**src/hdl/lvdc_pkg.sv**
```systemverilog
// Package for the low-voltage detect control block.
// Assumes a 32-bit APB slave; registers are one aligned word each.
`default_nettype none
package lvdc_pkg;
  // ----------------------------------------
  // Register byte addresses
  // ----------------------------------------
  localparam logic [7:0] LVDC_ADDR_CONTROL   = 8'h00;
  localparam logic [7:0] LVDC_ADDR_IRQ_STAT  = 8'h04;
  localparam logic [7:0] LVDC_ADDR_IRQ_MASK  = 8'h08;
  localparam logic [7:0] LVDC_ADDR_SYSTEM    = 8'h0C;
  // ----------------------------------------
  // Control register fields
  // ----------------------------------------
  localparam int          LVDC_TRIP_LSB      = 0;
  localparam int          LVDC_TRIP_W        = 4;
  localparam int          LVDC_PWR_BIT       = 4;
  localparam int          LVDC_STABLE_BIT    = 5;
  localparam int          LVDC_CTRL_W        = 8;
  localparam logic [3:0]  LVDC_TRIP_RESET    = 4'h5;
  localparam logic [3:0]  LVDC_TRIP_EXTERNAL = 4'hF;
  // ----------------------------------------
  // System register fields
  // ----------------------------------------
  localparam int          LVDC_SYS_GIE_BIT   = 0;
  localparam int          LVDC_SYS_SLEEP_BIT = 1;
  // Status and mask share one bit: the trip event.
  localparam int          LVDC_IRQ_TRIP_BIT  = 0;
endpackage : lvdc_pkg
`default_nettype wire

```
**src/hdl/lvdc_control.sv**
```systemverilog
// Low-voltage detect control: APB register file, trip-level routing,
// power enable, reference-stable gating and sticky interrupt flag.
// Assumes the analog comparator, divider and reference sit outside and
// report asynchronous levels; one 25 MHz clock, async active-low reset.
//
// Added by the designer: register access over APB and the address map.
`timescale 1ns/1ps
`default_nettype none

module lvdc_control (
  input  wire logic        clk,
  input  wire logic        rst_n,
  input  wire logic        psel,
  input  wire logic        penable,
  input  wire logic        pwrite,
  input  wire logic [7:0]  paddr,
  input  wire logic [31:0] pwdata,
  input  wire logic [3:0]  pstrb,
  output var  logic [31:0] prdata,
  output var  logic        pready,
  output var  logic        pslverr,
  input  wire logic        comparatorLow,
  input  wire logic        referenceStable,
  output var  logic        detectorPowerEnable,
  output var  logic [3:0]  dividerTapSelect,
  output var  logic        externalTripSelect,
  output var  logic        lowVoltageIrq,
  output var  logic        wakeRequest,
  output var  logic        vectorRequest
);
  // ----------------------------------------
  // State
  // ----------------------------------------
  typedef struct packed {
    logic [3:0]  tripLevelSelect;
    logic        powerEnable;
    logic        irqFlag;
    logic        irqEnable;
    logic        globalIrqEnable;
    logic        sleeping;
    logic [31:0] readData;
    logic        ready;
    logic        slvErr;
    logic [3:0]  tapOut;
    logic        extOut;
    logic        pwrOut;
    logic        irqOut;
    logic        wakeOut;
    logic        vectorOut;
  } lvdc_state_t;

  lvdc_state_t state;
  lvdc_state_t next_state;
  logic [1:0]  syncLevels;
  logic        cmpLowSync;
  logic        refStableSync;

  // Both analog levels cross into the clock domain before use.
  lvdc_sync #(
    .WIDTH (2)
  ) uSync (
    .clk     (clk),
    .rst_n   (rst_n),
    .asyncIn ({comparatorLow, referenceStable}),
    .syncOut (syncLevels)
  );
  assign cmpLowSync    = syncLevels[1];
  assign refStableSync = syncLevels[0];

  // ----------------------------------------
  // Next-state logic
  // ----------------------------------------
  // Register decode, flag update and output staging in one place.
  always_comb
  begin
    logic        access;
    logic        wrAccess;
    logic        stableView;
    logic        tripEvent;
    logic        clearFlag;
    logic [3:0]  tripNew;
    logic        pwrNew;
    logic        ieNew;
    logic        gieNew;
    logic        sleepNew;
    logic        flagNew;
    access     = 1'b0;
    wrAccess   = 1'b0;
    stableView = 1'b0;
    tripEvent  = 1'b0;
    clearFlag  = 1'b0;
    tripNew    = state.tripLevelSelect;
    pwrNew     = state.powerEnable;
    ieNew      = state.irqEnable;
    gieNew     = state.globalIrqEnable;
    sleepNew   = state.sleeping;
    next_state = state;

    // Access phase completes in its first cycle: ready comes from the
    // setup cycle so that a transfer takes exactly two cycles.
    access     = psel && penable && state.ready;
    wrAccess   = access && pwrite;

    // Stable only reads high while powered and the reference says so;
    // settling is signalled by the reference, never by counting clocks.
    stableView = state.powerEnable && refStableSync;

    // Trip only counts once detection is valid; it works in sleep too.
    tripEvent  = stableView && cmpLowSync;

    // Writes. Only byte lane 0 holds implemented bits.
    if (wrAccess && pstrb[0])
    begin
      unique case (paddr)
        lvdc_pkg::LVDC_ADDR_CONTROL:
        begin
          // Bits 7..5 are not writable.
          tripNew = pwdata[lvdc_pkg::LVDC_TRIP_LSB +: lvdc_pkg::LVDC_TRIP_W];
          pwrNew  = pwdata[lvdc_pkg::LVDC_PWR_BIT];
        end
        lvdc_pkg::LVDC_ADDR_IRQ_STAT:
          clearFlag = pwdata[lvdc_pkg::LVDC_IRQ_TRIP_BIT];
        lvdc_pkg::LVDC_ADDR_IRQ_MASK:
          ieNew = pwdata[lvdc_pkg::LVDC_IRQ_TRIP_BIT];
        lvdc_pkg::LVDC_ADDR_SYSTEM:
        begin
          gieNew   = pwdata[lvdc_pkg::LVDC_SYS_GIE_BIT];
          sleepNew = pwdata[lvdc_pkg::LVDC_SYS_SLEEP_BIT];
        end
        default:
          clearFlag = 1'b0;
      endcase
    end

    // Sticky flag: write-one clears, but a trip in the same cycle wins.
    flagNew = tripEvent || (state.irqFlag && !clearFlag);

    // A wake leaves sleep at once, whatever the interrupt enables say.
    if (flagNew && state.sleeping)
    begin
      sleepNew = 1'b0;
    end

    next_state.tripLevelSelect = tripNew;
    next_state.powerEnable     = pwrNew;
    next_state.irqEnable       = ieNew;
    next_state.globalIrqEnable = gieNew;
    next_state.sleeping        = sleepNew;
    next_state.irqFlag         = flagNew;

    // Read data is staged in the setup cycle and shown in the access one.
    next_state.ready    = psel && !penable;
    next_state.slvErr   = 1'b0;
    next_state.readData = '0;
    if (psel && !penable)
    begin
      unique case (paddr)
        lvdc_pkg::LVDC_ADDR_CONTROL:
        begin
          // Bits 7 and 6 stay zero.
          next_state.readData[lvdc_pkg::LVDC_TRIP_LSB +: lvdc_pkg::LVDC_TRIP_W] = state.tripLevelSelect;
          next_state.readData[lvdc_pkg::LVDC_PWR_BIT]    = state.powerEnable;
          next_state.readData[lvdc_pkg::LVDC_STABLE_BIT] = stableView;
        end
        lvdc_pkg::LVDC_ADDR_IRQ_STAT:
          next_state.readData[lvdc_pkg::LVDC_IRQ_TRIP_BIT] = state.irqFlag;
        lvdc_pkg::LVDC_ADDR_IRQ_MASK:
          next_state.readData[lvdc_pkg::LVDC_IRQ_TRIP_BIT] = state.irqEnable;
        lvdc_pkg::LVDC_ADDR_SYSTEM:
        begin
          next_state.readData[lvdc_pkg::LVDC_SYS_GIE_BIT]   = state.globalIrqEnable;
          next_state.readData[lvdc_pkg::LVDC_SYS_SLEEP_BIT] = state.sleeping;
        end
        default:
          next_state.slvErr = 1'b1;
      endcase
    end

    // Analog routing: code 1111 picks the pin, others a divider tap.
    next_state.extOut = (tripNew == lvdc_pkg::LVDC_TRIP_EXTERNAL);
    // Tap index rises with code, so higher codes trip higher; the pin
    // code parks the divider on tap zero to keep the mux quiet.
    next_state.tapOut = next_state.extOut ? '0 : tripNew;
    next_state.pwrOut = pwrNew;

    // Level interrupt while flag and enable are both set.
    next_state.irqOut    = flagNew && ieNew;
    // Vectoring also needs the global enable; a wake does not.
    next_state.vectorOut = flagNew && ieNew && gieNew;
    next_state.wakeOut   = flagNew && state.sleeping;
  end

  // ----------------------------------------
  // State register
  // ----------------------------------------
  // Any reset returns control to 0x05, with the detector powered down.
  always_ff @(posedge clk or negedge rst_n)
  begin
    if (!rst_n)
    begin
      state                 <= '0;
      state.tripLevelSelect <= lvdc_pkg::LVDC_TRIP_RESET;
      state.tapOut          <= lvdc_pkg::LVDC_TRIP_RESET;
    end
    else
    begin
      state <= next_state;
    end
  end

  // Every output comes from the state register.
  assign prdata              = state.readData;
  assign pready              = state.ready;
  assign pslverr             = state.slvErr;
  assign detectorPowerEnable = state.pwrOut;
  assign dividerTapSelect    = state.tapOut;
  assign externalTripSelect  = state.extOut;
  assign lowVoltageIrq       = state.irqOut;
  assign wakeRequest         = state.wakeOut;
  assign vectorRequest       = state.vectorOut;
endmodule // lvdc_control
`default_nettype wire

```
**src/hdl/lvdc_sync.sv**
```systemverilog
// Two-flop synchroniser for asynchronous levels.
// Assumes the input is a slow level from the analog side.
`timescale 1ns/1ps
`default_nettype none
module lvdc_sync #(
  parameter int WIDTH = 1
) (
  input  wire logic             clk,
  input  wire logic             rst_n,
  input  wire logic [WIDTH-1:0] asyncIn,
  output var  logic [WIDTH-1:0] syncOut
);
  logic [WIDTH-1:0] stage1;

  // The first stage feeds only the second one, to contain metastability.
  always_ff @(posedge clk or negedge rst_n)
  begin
    if (!rst_n)
    begin
      stage1  <= '0;
      syncOut <= '0;
    end
    else
    begin
      stage1  <= asyncIn;
      syncOut <= stage1;
    end
  end
endmodule // lvdc_sync
`default_nettype wire

```
**config.mk**
```make
export PLATFORM = sky130hd
export DESIGN_NAME = lvdc_control
export DESIGN_NICKNAME = d
export VERILOG_FILES = /design/src/hdl/lvdc_pkg.sv /design/src/hdl/lvdc_control.sv /design/src/hdl/lvdc_sync.sv
export SDC_FILE = /design/constraint.sdc
export NUM_CORES = 1
export LEC_CHECK = 0
export BUFFER_PORTS_ARGS = -buffer_cell sky130_fd_sc_hd__buf_2
export CAP_MARGIN = 20
export CORE_MARGIN = 3
export CORE_UTILIZATION = 44
export CTS_BUF_LIST = sky130_fd_sc_hd__clkbuf_8
export DETAILED_ROUTE_END_ITERATION = 10
export PLACE_DENSITY = 0.84
export SLEW_MARGIN = 20
export SYNTH_ARGS = -nofsm -noshare
export SYNTH_HDL_FRONTEND = slang
export SYNTH_SLANG_ARGS = --single-unit
```
**constraint.sdc**
```tcl
create_clock -name clk -period 1.8 [get_ports clk]
set_input_delay 0.27 -clock clk [delete_from_list [all_inputs] [get_ports clk]]
set_output_delay 0.27 -clock clk [all_outputs]
set_load 0.02 [all_outputs]
```
==> impl_metrics.xml, run 1 <==
<?xml version="1.0" encoding="UTF-8"?>
<metrics>
  <group name="layout">
    <metric name="final_net_count" unit="">222</metric>
    <metric name="final_common_cell" unit="">sky130_fd_sc_hd__buf_2</metric>
    <metric name="stdcell_count" unit="">216</metric>
    <metric name="layout.core_utilization" unit="%">53.2</metric>
    <metric name="drive_above_1_share" unit="%">38.4</metric>
    <metric name="insertedDiodeCount" unit="">0</metric>
    <metric name="highest_count_cells_in_the_layout_ignoring_fill_and_taps" unit="">sky130_fd_sc_hd__buf_2, sky130_fd_sc_hd__conb_1, sky130_fd_sc_hd__dfrtp_1</metric>
    <metric name="area_delta_synth_final" unit="%">12.3</metric>
    <metric name="design_area" unit="sq um">1680</metric>
  </group>
  <group name="logic_synthesis">
    <metric name="ys.warnings.count" unit="">0</metric>
    <metric name="synth_area_per_cell" unit="sq um">10.9</metric>
    <metric name="ys_seq_elements" unit="">29</metric>
    <metric name="area_of_the_mapped_netlist" unit="sq um">1490</metric>
    <metric name="cells_taking_the_most_area_after_synthesis" unit="">sky130_fd_sc_hd__dfrtp_1, sky130_fd_sc_hd__buf_4, sky130_fd_sc_hd__dfstp_2</metric>
    <metric name="synth.lib_cells_used.distinct" unit="">30</metric>
    <metric name="synth-seq-area-share" unit="%">48.9</metric>
    <metric name="yosys.area.top_type_share" unit="%">41.9</metric>
    <metric name="leading_area_contributor_after_synthesis" unit="">sky130_fd_sc_hd__dfrtp_1</metric>
    <metric name="postSynthCellCount" unit="">137</metric>
  </group>
  <group name="flow_run">
    <metric name="maxCapViolations" unit="">0</metric>
  </group>
  <group name="routing">
    <metric name="detailroute.via_count" unit="">956</metric>
    <metric name="post_drt_via_cell_ratio" unit="">4.43</metric>
    <metric name="detail_route.first_pass.iterations" unit="">4</metric>
    <metric name="drc_errors_left" unit="">0</metric>
    <metric name="drt-total-wl" unit="microns">2410</metric>
    <metric name="drt_first_iter_violations" unit="">23</metric>
    <metric name="antenna_left" unit="">0</metric>
    <metric name="routed_wire_length_per_instance" unit="microns">11.1</metric>
  </group>
  <group name="sta">
    <metric name="post_route_clock_skew" unit="ns">0.00220</metric>
    <metric name="grt_setup_unrepaired" unit="">no</metric>
    <metric name="timing.slew.headroom" unit="%">59.1</metric>
    <metric name="setup_viol" unit="">0</metric>
    <metric name="holdWs" unit="ns">-0.00277</metric>
    <metric name="share_of_the_clock_period_used_by_the_worst_path_after_layout" unit="%">91.3</metric>
    <metric name="finalMaxSlewViolations" unit="">0</metric>
    <metric name="max_slew.worst_pin.slew" unit="ns">0.614</metric>
    <metric name="final_period_minus_worst_setup_slack" unit="ns">1.64</metric>
    <metric name="max_freq" unit="GHz">0.609</metric>
    <metric name="postLayoutSetupSlackWorst" unit="ns">0.157</metric>
    <metric name="tns" unit="ns">0</metric>
    <metric name="hold_violations" unit="">2</metric>
  </group>
  <group name="floorplanning">
    <metric name="fp.dieW" unit="microns">64.3</metric>
    <metric name="core" unit="sq um">3150</metric>
    <metric name="floorplan.initialDensity" unit="%">47.4</metric>
    <metric name="num_io_pins" unit="">94</metric>
    <metric name="total_die_area" unit="sq um">4130</metric>
    <metric name="chipHeight" unit="microns">64.3</metric>
    <metric name="rows" unit="">20</metric>
  </group>
  <group name="global_route">
    <metric name="grt_antenna_before_repair" unit="">0</metric>
    <metric name="grt_start_max_net_pins" unit="">30</metric>
    <metric name="grt_first_pass_wirelength" unit="microns">3960</metric>
    <metric name="track_usage" unit="%">12.8</metric>
    <metric name="grt_pass1_vias" unit="">899</metric>
    <metric name="globalRouteOverflowTotal" unit="">0</metric>
  </group>
  <group name="worst_setup_path">
    <metric name="startpoint_type" unit="">input pin</metric>
    <metric name="arrival" unit="ns">1.81</metric>
    <metric name="crit-reg2reg-launch" unit="">pready</metric>
    <metric name="setup.reg_to_reg.worst_slack" unit="ns">0.35</metric>
    <metric name="crit_path_top_delay_cell" unit="">sky130_fd_sc_hd__or4_4</metric>
    <metric name="crit_path_start" unit="">paddr[5]</metric>
    <metric name="critical_path.most_common_cell" unit="">sky130_fd_sc_hd__buf_4</metric>
    <metric name="critical_path.cell_chain" unit="">buf_2 -&gt; or4_4 -&gt; buf_4 -&gt; nor4_4 -&gt; nand2_4 -&gt; buf_4 -&gt; mux2i_1</metric>
    <metric name="critical_path.max_fanout" unit="">6</metric>
    <metric name="critPathBufInv" unit="">3</metric>
    <metric name="kind_of_cell_adding_the_most_delay_to_the_critical_path" unit="">simple AND/OR/NAND/NOR gates</metric>
    <metric name="end_kind" unit="">flop</metric>
    <metric name="critical_path.max_stage_delay" unit="ns">0.54</metric>
    <metric name="crit_type" unit="">input pin to flop</metric>
    <metric name="cp_required" unit="ns">1.96</metric>
  </group>
  <group name="cts">
    <metric name="clock-sinks" unit="">29</metric>
    <metric name="post_cts.repair.setup_buffers" unit="">0</metric>
    <metric name="tritoncts" unit="">done</metric>
    <metric name="post_cts.resized_instances" unit="">0</metric>
    <metric name="cts_inserted_buffers" unit="">5</metric>
    <metric name="clk_transition_reported_paths" unit="ns">0.06</metric>
    <metric name="cts.htree.levels" unit="">2</metric>
    <metric name="clock_path_buffers" unit="">2</metric>
    <metric name="clockRootBuffer" unit="">sky130_fd_sc_hd__clkbuf_8</metric>
    <metric name="ctsHoldBuffers" unit="">0</metric>
    <metric name="clkLatencyLatePin" unit="ns">0.28</metric>
  </group>
  <group name="placement">
    <metric name="place.detailed.instances" unit="">208</metric>
    <metric name="postPlaceCellArea" unit="sq um">1580</metric>
    <metric name="place_congestion" unit="">0.808</metric>
    <metric name="detailed_place_hpwl" unit="microns">1810</metric>
    <metric name="post-place-ws" unit="ns">-0.143</metric>
    <metric name="input_output_buffers" unit="">37</metric>
  </group>
  <group name="pwr">
    <metric name="power" unit="mW">1.36</metric>
    <metric name="power.density" unit="nW/um^2">813</metric>
    <metric name="cellLeakagePower" unit="nW">0.928</metric>
    <metric name="power.ir.vdd_worst" unit="V">0.000511</metric>
  </group>
  <group name="status">
    <metric name="violated_checks" unit="">hold timing</metric>
    <metric name="run_status" unit="">finished with violations</metric>
  </group>
  <group name="hold_path">
    <metric name="timing.hold.worst.class" unit="">input pin to async pin</metric>
  </group>
</metrics>
## synth_stat cells
library cell and count:
sky130_fd_sc_hd__buf_4 36, sky130_fd_sc_hd__dfrtp_1 25, sky130_fd_sc_hd__nand2_1 11, sky130_fd_sc_hd__nand3_1 10, sky130_fd_sc_hd__mux2i_1 6, sky130_fd_sc_hd__mux2_2 5
sky130_fd_sc_hd__dfstp_2 4, sky130_fd_sc_hd__inv_1 4, sky130_fd_sc_hd__nand4_1 4, sky130_fd_sc_hd__and2_1 3, sky130_fd_sc_hd__clkbuf_1 3, sky130_fd_sc_hd__nor2_1 3
sky130_fd_sc_hd__a211oi_1 2, sky130_fd_sc_hd__a21oi_1 2, sky130_fd_sc_hd__a31o_2 2, sky130_fd_sc_hd__and3_1 2, sky130_fd_sc_hd__nor2b_1 2, sky130_fd_sc_hd__a21o_1 1
sky130_fd_sc_hd__conb_1 1, sky130_fd_sc_hd__mux4_2 1, sky130_fd_sc_hd__nand2_4 1, sky130_fd_sc_hd__nand4b_1 1, sky130_fd_sc_hd__nor3_2 1, sky130_fd_sc_hd__nor4_1 1
sky130_fd_sc_hd__nor4_4 1, sky130_fd_sc_hd__nor4bb_1 1, sky130_fd_sc_hd__o21a_1 1, sky130_fd_sc_hd__or2_2 1, sky130_fd_sc_hd__or4_4 1, sky130_fd_sc_hd__or4b_1 1
## worst reg2reg max path, cell delays in order, from the launching register on
cell,delay (ns)
sky130_fd_sc_hd__dfrtp_1,0.35
sky130_fd_sc_hd__nand3_1,0.14
sky130_fd_sc_hd__nor4_4,0.40
sky130_fd_sc_hd__nand2_4,0.14
sky130_fd_sc_hd__buf_4,0.19
sky130_fd_sc_hd__mux2i_1,0.12
## sequential cells by signal, indices dropped and copies added, names as in the netlist
signal	flops
wakeRequest	1
state	8
pslverr	1
uSync.syncOut	2
externalTripSelect	1
vectorRequest	1
prdata	6
detectorPowerEnable	1
pready	1
lowVoltageIrq	1
uSync.stage1	2
dividerTapSelect	4
## report_power, final
| part | switching [mW] | total (mW) | internal (mW) |
|---|---|---|---|
| clock | 0.232 | 0.577 | 0.344 |
| sequential | 0.00288 | 0.663 | 0.661 |
| combinational | 0.0945 | 0.124 | 0.0299 |
## kinds of logic (layout without fill, tap and decap cells)
kind of cell	Yosys count	in the layout	share of synthesized area, %
AND/OR/NAND/NOR	44	44	17.8
flip-flops	29	29	48.9
other	1	26	0.251
AO/OA/AOI/OAI	8	8	3.85
multiplexers	12	12	9.30
buffers and inverters	43	53	19.8
## cell type report
cell class / count / area, sq um
Multi-Input combinational cell: 90 / 561
Sequential cell: 29 / 731
Inverter: 4 / 15.0
Timing Repair Buffer: 41 / 215
Fill cell: 294 / 1480
Clock inverter: 1 / 5.00
Clock buffer: 7 / 96.3
Tap cell: 44 / 55.1
## routing by layer
metal  share of wire, %  GRT usage [%]  vias up
met2                 47           19.6       38
met3                8.9           6.50        5
met1                 42           14.3      442
met4                1.8           6.86        0
met5                  0              0        -
li1                   -              -      471
## path summary, 6_finish.rpt
check,end,depth (start not counted)
max,dividerTapSelect[3],7
min,uSync.stage1[0],1
max reg2reg,dividerTapSelect[3],5
min reg2reg,uSync.syncOut[1],0
max in group asynchronous,wakeRequest,1
min in group clk,uSync.stage1[1],1
Power figures use the tool's default switching activity.
==> run 2: changes to the inputs <==
==> constraint.sdc (replaced) <==
create_clock -name clk -period 1.8 [get_ports clk]
set_input_delay 0.18 -clock clk [delete_from_list [all_inputs] [get_ports clk]]
set_output_delay 0.18 -clock clk [all_outputs]
set_load 0.02 [all_outputs]
==> run 2 against run 1 <==
Largest power group is now the clock network. The flow now finishes without violations. Highest routed layer unchanged. Critical path depth decreased by 2. Power up 7.2%. Final area grew 2.1%. Routed wire length is 0.87% higher. Critical endpoint is now prdata[5]. Worst setup slack improved by 0.075 ns. Flip-flop and latch count stayed put.
==> impl_metrics.xml, run 2 (synthesized netlist as in run 1, its figures left out) <==
<?xml version="1.0" encoding="UTF-8"?>
<metrics>
  <group name="status">
    <metric name="run_status" unit="">complete, no violations</metric>
  </group>
  <group name="layout">
    <metric name="design_area" unit="sq um">1710</metric>
    <metric name="layout.core_utilization" unit="%">54.3</metric>
    <metric name="largest_register_ffs" unit="">8</metric>
    <metric name="highest_count_cells_in_the_layout_ignoring_fill_and_taps" unit="">sky130_fd_sc_hd__buf_2, sky130_fd_sc_hd__conb_1, sky130_fd_sc_hd__dfrtp_1</metric>
    <metric name="insertedDiodeCount" unit="">0</metric>
    <metric name="final_net_count" unit="">224</metric>
    <metric name="drive_above_1_share" unit="%">37.4</metric>
    <metric name="max_flop_register" unit="">state</metric>
    <metric name="final_common_cell" unit="">sky130_fd_sc_hd__buf_2</metric>
    <metric name="area_delta_synth_final" unit="%">14.7</metric>
  </group>
  <group name="floorplanning">
    <metric name="chipHeight" unit="microns">64.3</metric>
    <metric name="floorplan.initialDensity" unit="%">47.4</metric>
    <metric name="total_die_area" unit="sq um">4130</metric>
    <metric name="fp.dieW" unit="microns">64.3</metric>
    <metric name="num_io_pins" unit="">94</metric>
    <metric name="rows" unit="">20</metric>
    <metric name="core" unit="sq um">3150</metric>
  </group>
  <group name="global_route">
    <metric name="grt_first_pass_wirelength" unit="microns">3940</metric>
    <metric name="grt_pass1_vias" unit="">871</metric>
    <metric name="grt_start_max_net_pins" unit="">30</metric>
    <metric name="grt_antenna_before_repair" unit="">0</metric>
    <metric name="track_usage" unit="%">12.7</metric>
    <metric name="globalRouteOverflowTotal" unit="">0</metric>
  </group>
  <group name="cts">
    <metric name="clock-sinks" unit="">29</metric>
    <metric name="cts_inserted_buffers" unit="">5</metric>
    <metric name="tritoncts" unit="">done</metric>
    <metric name="clk_transition_reported_paths" unit="ns">0.06</metric>
    <metric name="clock_path_buffers" unit="">2</metric>
    <metric name="clockRootBuffer" unit="">sky130_fd_sc_hd__clkbuf_8</metric>
    <metric name="cts.htree.levels" unit="">2</metric>
    <metric name="post_cts.repair.setup_buffers" unit="">0</metric>
    <metric name="clkLatencyLatePin" unit="ns">0.28</metric>
  </group>
  <group name="sta">
    <metric name="holdWs" unit="ns">0.0101</metric>
    <metric name="hold_violations" unit="">0</metric>
    <metric name="share_of_the_clock_period_used_by_the_worst_path_after_layout" unit="%">87.1</metric>
    <metric name="final_period_minus_worst_setup_slack" unit="ns">1.57</metric>
    <metric name="setup_viol" unit="">0</metric>
    <metric name="timing.slew.headroom" unit="%">59.3</metric>
    <metric name="post_route_clock_skew" unit="ns">0.00403</metric>
    <metric name="finalMaxSlewViolations" unit="">0</metric>
    <metric name="max_freq" unit="GHz">0.638</metric>
    <metric name="grt_setup_unrepaired" unit="">no</metric>
    <metric name="max_slew.worst_pin.slew" unit="ns">0.611</metric>
  </group>
  <group name="worst_setup_path">
    <metric name="startpoint_type" unit="">input pin</metric>
    <metric name="cp_required" unit="ns">2.01</metric>
    <metric name="crit_path_start" unit="">paddr[5]</metric>
    <metric name="critical_path.max_fanout" unit="">4</metric>
    <metric name="crit-reg2reg-launch" unit="">pready</metric>
    <metric name="arrival" unit="ns">1.78</metric>
    <metric name="end_kind" unit="">flop</metric>
    <metric name="crit_type" unit="">input pin to flop</metric>
  </group>
  <group name="hold_path">
    <metric name="timing.hold.worst.class" unit="">input pin to flop</metric>
    <metric name="hold_start" unit="">comparatorLow</metric>
  </group>
  <group name="routing">
    <metric name="drc_errors_left" unit="">0</metric>
    <metric name="detail_route.first_pass.iterations" unit="">4</metric>
    <metric name="post_drt_via_cell_ratio" unit="">4.51</metric>
    <metric name="drt-total-wl" unit="microns">2430</metric>
    <metric name="antenna_left" unit="">0</metric>
    <metric name="drt_first_iter_violations" unit="">24</metric>
    <metric name="routed_wire_length_per_instance" unit="microns">11.1</metric>
    <metric name="detailroute.via_count" unit="">984</metric>
  </group>
  <group name="placement">
    <metric name="detailed_place_hpwl" unit="microns">1810</metric>
    <metric name="postPlaceCellArea" unit="sq um">1580</metric>
    <metric name="place_congestion" unit="">0.791</metric>
    <metric name="input_output_buffers" unit="">37</metric>
  </group>
  <group name="pwr">
    <metric name="cellLeakagePower" unit="nW">0.946</metric>
    <metric name="power.density" unit="nW/um^2">854</metric>
    <metric name="power" unit="mW">1.46</metric>
    <metric name="power.ir.vdd_worst" unit="V">0.000488</metric>
  </group>
  <group name="flow_run">
    <metric name="maxCapViolations" unit="">0</metric>
  </group>
</metrics>
==> run 2: final cells by class <==
type,instances,area [sq um]
fill,292,1440
sequential,29,731
multi-input combinational,90,561
timing repair buffer,43,235
clock buffer,6,82.6
tap,44,55.1
clock inverter,2,33.8
inverter,4,15.0
==> run 2: path summary, 6_finish.rpt <==
kind | end | slack [ns] | depth (start not counted)
worst max-delay path | prdata[5] | 0.23 | 5
worst min-delay path | uSync.stage1[1] | 0.01 | 1
worst max register to register | vectorRequest | 0.43 | 5
worst min register to register | uSync.syncOut[1] | 0.35 | 0
max in group asynchronous | uSync.stage1[1] | 0.95 | 2
min in group asynchronous | pslverr | 0.45 | 2
==> run 2: per-layer routing <==
metal	global-route usage (%)	part of all wire, %
met5	0	0
met3	5.27	8.0
met2	20.0	48
met1	15.5	43
met4	4.75	1.5
==> run 2: critical path, cell delays in order <==
cell and delay, ns:
sky130_fd_sc_hd__buf_2 0.10, sky130_fd_sc_hd__or4_4 0.56, sky130_fd_sc_hd__or4b_1 0.56, sky130_fd_sc_hd__nor3_2 0.20
sky130_fd_sc_hd__and3_1 0.18
==> run 2: repair_timing <==
action                    in CTS  in global routing
hold buffers                   2                  0
hold endpoints to repair      26                  0
gates resized for setup        0                  0
==> run 2: stage by stage <==
stage | TNS, ns | instances | worst slack [ns]
2_1_floorplan | 0 | 162 | 0.0530
3_3_place_gp | -0.0620 | 208 | -0.0352
3_5_place_dp | -0.127 | 208 | -0.0532
4_1_cts | 0 | 218 | 0.236
5_1_grt | 0 | 218 | 0.171
6_report | 0 | 218 | 0.232
==> run 2: power breakdown <==
group / switching (mW) / internal, mW
registers: 0.00263 / 0.661
logic: 0.0955 / 0.0319
clock network: 0.228 / 0.444
==> run 3: changes to the inputs <==
Settings changed: SYNTH_HIERARCHICAL set to 1.
==> run 3 against run 2 <==
First-iteration DRC count is 4.2% lower. Routed wire length is 3.5% higher. Combinational power about the same. Sequential power hardly changed. Clock power is 23% lower. Critical endpoint unchanged. Power shrank 11%. Fmax increased by 0.76%. Synthesized area is essentially flat. Largest cell class unchanged. Critical path depth did not move. Sequential share of layout area increased by 0.44 points.
==> impl_metrics.xml, run 3 <==
<?xml version="1.0" encoding="UTF-8"?>
<metrics>
  <group name="placement">
    <metric name="detailed_place_hpwl" unit="microns">1950</metric>
    <metric name="post-place-ws" unit="ns">-0.0501</metric>
    <metric name="input_output_buffers" unit="">37</metric>
    <metric name="place_congestion" unit="">0.787</metric>
  </group>
  <group name="logic_synthesis">
    <metric name="netlist_top_cells_count" unit="">sky130_fd_sc_hd__buf_4, sky130_fd_sc_hd__dfrtp_1, sky130_fd_sc_hd__nand2_1</metric>
    <metric name="ys_seq_elements" unit="">29</metric>
    <metric name="cells_taking_the_most_area_after_synthesis" unit="">sky130_fd_sc_hd__dfrtp_1, sky130_fd_sc_hd__buf_4, sky130_fd_sc_hd__dfstp_2</metric>
    <metric name="ys.warnings.count" unit="">6</metric>
    <metric name="synth_area_per_cell" unit="sq um">10.8</metric>
    <metric name="postSynthCellCount" unit="">138</metric>
    <metric name="synth_top_flop_cell" unit="">sky130_fd_sc_hd__dfrtp_1</metric>
    <metric name="number_of_enable_flip_flop_cells_after_synthesis" unit="">0</metric>
    <metric name="area_of_the_mapped_netlist" unit="sq um">1490</metric>
    <metric name="leading_area_contributor_after_synthesis" unit="">sky130_fd_sc_hd__dfrtp_1</metric>
    <metric name="synth-seq-area-share" unit="%">49.0</metric>
    <metric name="synth.lib_cells_used.distinct" unit="">30</metric>
    <metric name="most_instantiated_library_cell_after_synthesis" unit="">sky130_fd_sc_hd__buf_4</metric>
    <metric name="async_set_or_reset_flop_fraction_in_the_synthesized_netlist" unit="%">100</metric>
    <metric name="yosys.area.top_type_share" unit="%">41.9</metric>
  </group>
  <group name="cts">
    <metric name="clockRootBuffer" unit="">sky130_fd_sc_hd__clkbuf_8</metric>
    <metric name="clock-sinks" unit="">29</metric>
    <metric name="cts_inserted_buffers" unit="">5</metric>
    <metric name="tritoncts" unit="">done</metric>
    <metric name="clk_transition_reported_paths" unit="ns">0.06</metric>
    <metric name="cts.htree.levels" unit="">2</metric>
    <metric name="post_cts.resized_instances" unit="">0</metric>
    <metric name="clock_path_buffers" unit="">2</metric>
    <metric name="clkLatencyLatePin" unit="ns">0.27</metric>
  </group>
  <group name="hold_path">
    <metric name="hold-path-endpoint" unit="">pready</metric>
    <metric name="hold_start" unit="">penable</metric>
    <metric name="hold-path-cell-count" unit="">2</metric>
    <metric name="timing.hold.worst.class" unit="">input pin to flop</metric>
  </group>
  <group name="routing">
    <metric name="drt_first_iter_violations" unit="">23</metric>
    <metric name="routed_wire_length_per_instance" unit="microns">11.4</metric>
    <metric name="drc_errors_left" unit="">0</metric>
    <metric name="detailroute.via_count" unit="">994</metric>
    <metric name="antenna_left" unit="">0</metric>
    <metric name="detail_route.first_pass.iterations" unit="">5</metric>
    <metric name="post_drt_via_cell_ratio" unit="">4.52</metric>
    <metric name="drt-total-wl" unit="microns">2510</metric>
  </group>
  <group name="floorplanning">
    <metric name="rows" unit="">20</metric>
    <metric name="floorplan.initialDensity" unit="%">47.3</metric>
    <metric name="core" unit="sq um">3150</metric>
    <metric name="fp.dieW" unit="microns">64.2</metric>
    <metric name="chipHeight" unit="microns">64.2</metric>
    <metric name="total_die_area" unit="sq um">4130</metric>
    <metric name="num_io_pins" unit="">94</metric>
  </group>
  <group name="sta">
    <metric name="hold_violations" unit="">0</metric>
    <metric name="share_of_the_clock_period_used_by_the_worst_path_after_layout" unit="%">86.5</metric>
    <metric name="grt_setup_unrepaired" unit="">no</metric>
    <metric name="max_freq" unit="GHz">0.642</metric>
    <metric name="postLayoutSetupSlackWorst" unit="ns">0.243</metric>
    <metric name="finalMaxSlewViolations" unit="">0</metric>
    <metric name="timing.slew.headroom" unit="%">58.6</metric>
    <metric name="post_route_clock_skew" unit="ns">0.00241</metric>
    <metric name="holdWs" unit="ns">0.0925</metric>
    <metric name="setup_viol" unit="">0</metric>
    <metric name="final_period_minus_worst_setup_slack" unit="ns">1.56</metric>
    <metric name="max_slew.worst_pin.slew" unit="ns">0.621</metric>
  </group>
  <group name="layout">
    <metric name="insertedDiodeCount" unit="">0</metric>
    <metric name="drive_above_1_share" unit="%">36.4</metric>
    <metric name="max_flop_register" unit="">state</metric>
    <metric name="final_net_count" unit="">226</metric>
    <metric name="final.fill_count" unit="">303</metric>
    <metric name="final_common_cell" unit="">sky130_fd_sc_hd__buf_2</metric>
    <metric name="area_delta_synth_final" unit="%">13.6</metric>
    <metric name="highest_count_cells_in_the_layout_ignoring_fill_and_taps" unit="">sky130_fd_sc_hd__buf_2, sky130_fd_sc_hd__conb_1, sky130_fd_sc_hd__dfrtp_1</metric>
    <metric name="multi_input_comb_area" unit="sq um">559</metric>
    <metric name="largest_register_ffs" unit="">8</metric>
    <metric name="register_area" unit="sq um">731</metric>
  </group>
  <group name="global_route">
    <metric name="grt_start_max_net_pins" unit="">30</metric>
    <metric name="grt_first_pass_wirelength" unit="microns">4060</metric>
    <metric name="gr-usage-met3" unit="%">6.50</metric>
    <metric name="met1_global_route_usage" unit="%">14.1</metric>
    <metric name="globalRouteOverflowTotal" unit="">0</metric>
    <metric name="grt_antenna_before_repair" unit="">0</metric>
    <metric name="grt.met2_usage" unit="%">21.3</metric>
    <metric name="globalRoute.busiestLayer" unit="">met2</metric>
    <metric name="track_usage" unit="%">13.1</metric>
    <metric name="grt_pass1_vias" unit="">920</metric>
  </group>
  <group name="status">
    <metric name="run_status" unit="">complete, no violations</metric>
  </group>
  <group name="worst_setup_path">
    <metric name="setup.reg_to_reg.worst_slack" unit="ns">0.39</metric>
    <metric name="end_kind" unit="">flop</metric>
    <metric name="reg2reg_depth" unit="">5</metric>
    <metric name="critical_path.max_fanout" unit="">4</metric>
    <metric name="timing.rr.end" unit="">vectorRequest</metric>
    <metric name="crit-reg2reg-launch" unit="">pready</metric>
    <metric name="crit_type" unit="">input pin to flop</metric>
    <metric name="arrival" unit="ns">1.77</metric>
    <metric name="cp_required" unit="ns">2.01</metric>
    <metric name="startpoint_type" unit="">input pin</metric>
  </group>
  <group name="pwr">
    <metric name="power.ir.vdd_worst" unit="V">0.000533</metric>
    <metric name="power.density" unit="nW/um^2">771</metric>
    <metric name="cellLeakagePower" unit="nW">0.942</metric>
  </group>
  <group name="flow_run">
    <metric name="maxCapViolations" unit="">0</metric>
  </group>
</metrics>
[run 3: cell type report]
| cell class | count | area share, % |
|---|---|---|
| clock inverters | 2 | 0.443 |
| multi-input cells | 91 | 33.0 |
| inverters | 4 | 0.886 |
| flip-flops and latches | 29 | 43.1 |
| well taps | 44 | 3.25 |
| clock buffers | 6 | 4.87 |
| repair buffers | 44 | 14.5 |
[run 3: worst max-delay path by stage]
stage / startpoint / endpoint
3_5_place_dp: paddr[5] / prdata[5]
6_report: paddr[5] / prdata[5]
2_1_floorplan: paddr[5] / detectorPowerEnable
4_1_cts: paddr[5] / prdata[5]
5_1_grt: paddr[5] / prdata[5]
3_3_place_gp: paddr[5] / prdata[5]
[run 3: logic make-up after synthesis]
family,count (synthesis),share of synthesized area [%]
flops,29,49.0
buf+inv,43,19.9
other cells,1,0.251
compound gates,8,3.86
mux,12,9.30
simple gates,45,17.8
[run 3: metrics by stage]
step                utilization, %  power [mW]  std cells  area [sq um]  setup TNS, ns
floorplan                        -       0.796        163          1590              0
detailed placement            50.0       0.799        209          1580         -0.133
global placement              50.0       0.796        209          1580        -0.0723
CTS                           53.1        1.32        218          1680              0
finish                        53.8        1.31        220          1700              0
global route                  53.8        1.38        220          1700              0
[run 3: report_power, final]
part	internal [mW]	total (mW)	switching, mW
registers	0.661	0.664	0.00336
clock network	0.299	0.515	0.216
logic	0.0329	0.129	0.0961
total	0.993	1.31	0.315
[run 3: critical path, stage by stage]
cell and delay, ns:
sky130_fd_sc_hd__buf_2 0.09, sky130_fd_sc_hd__or4_4 0.56, sky130_fd_sc_hd__or4b_1 0.56, sky130_fd_sc_hd__nor3_2 0.19, sky130_fd_sc_hd__and3_1 0.18
[run 3: what timing repair did]
action	4_1_cts	5_1_grt
buffers inserted	0	0
endpoints found under the hold margin	25	2
hold buffers	1	2
[run 3: per-layer routing]
layer,part of all wire [%],vias up
li1,-,479
met1,41,464
met2,47,46
met3,9.9,5
met4,1.7,0
met5,0,-
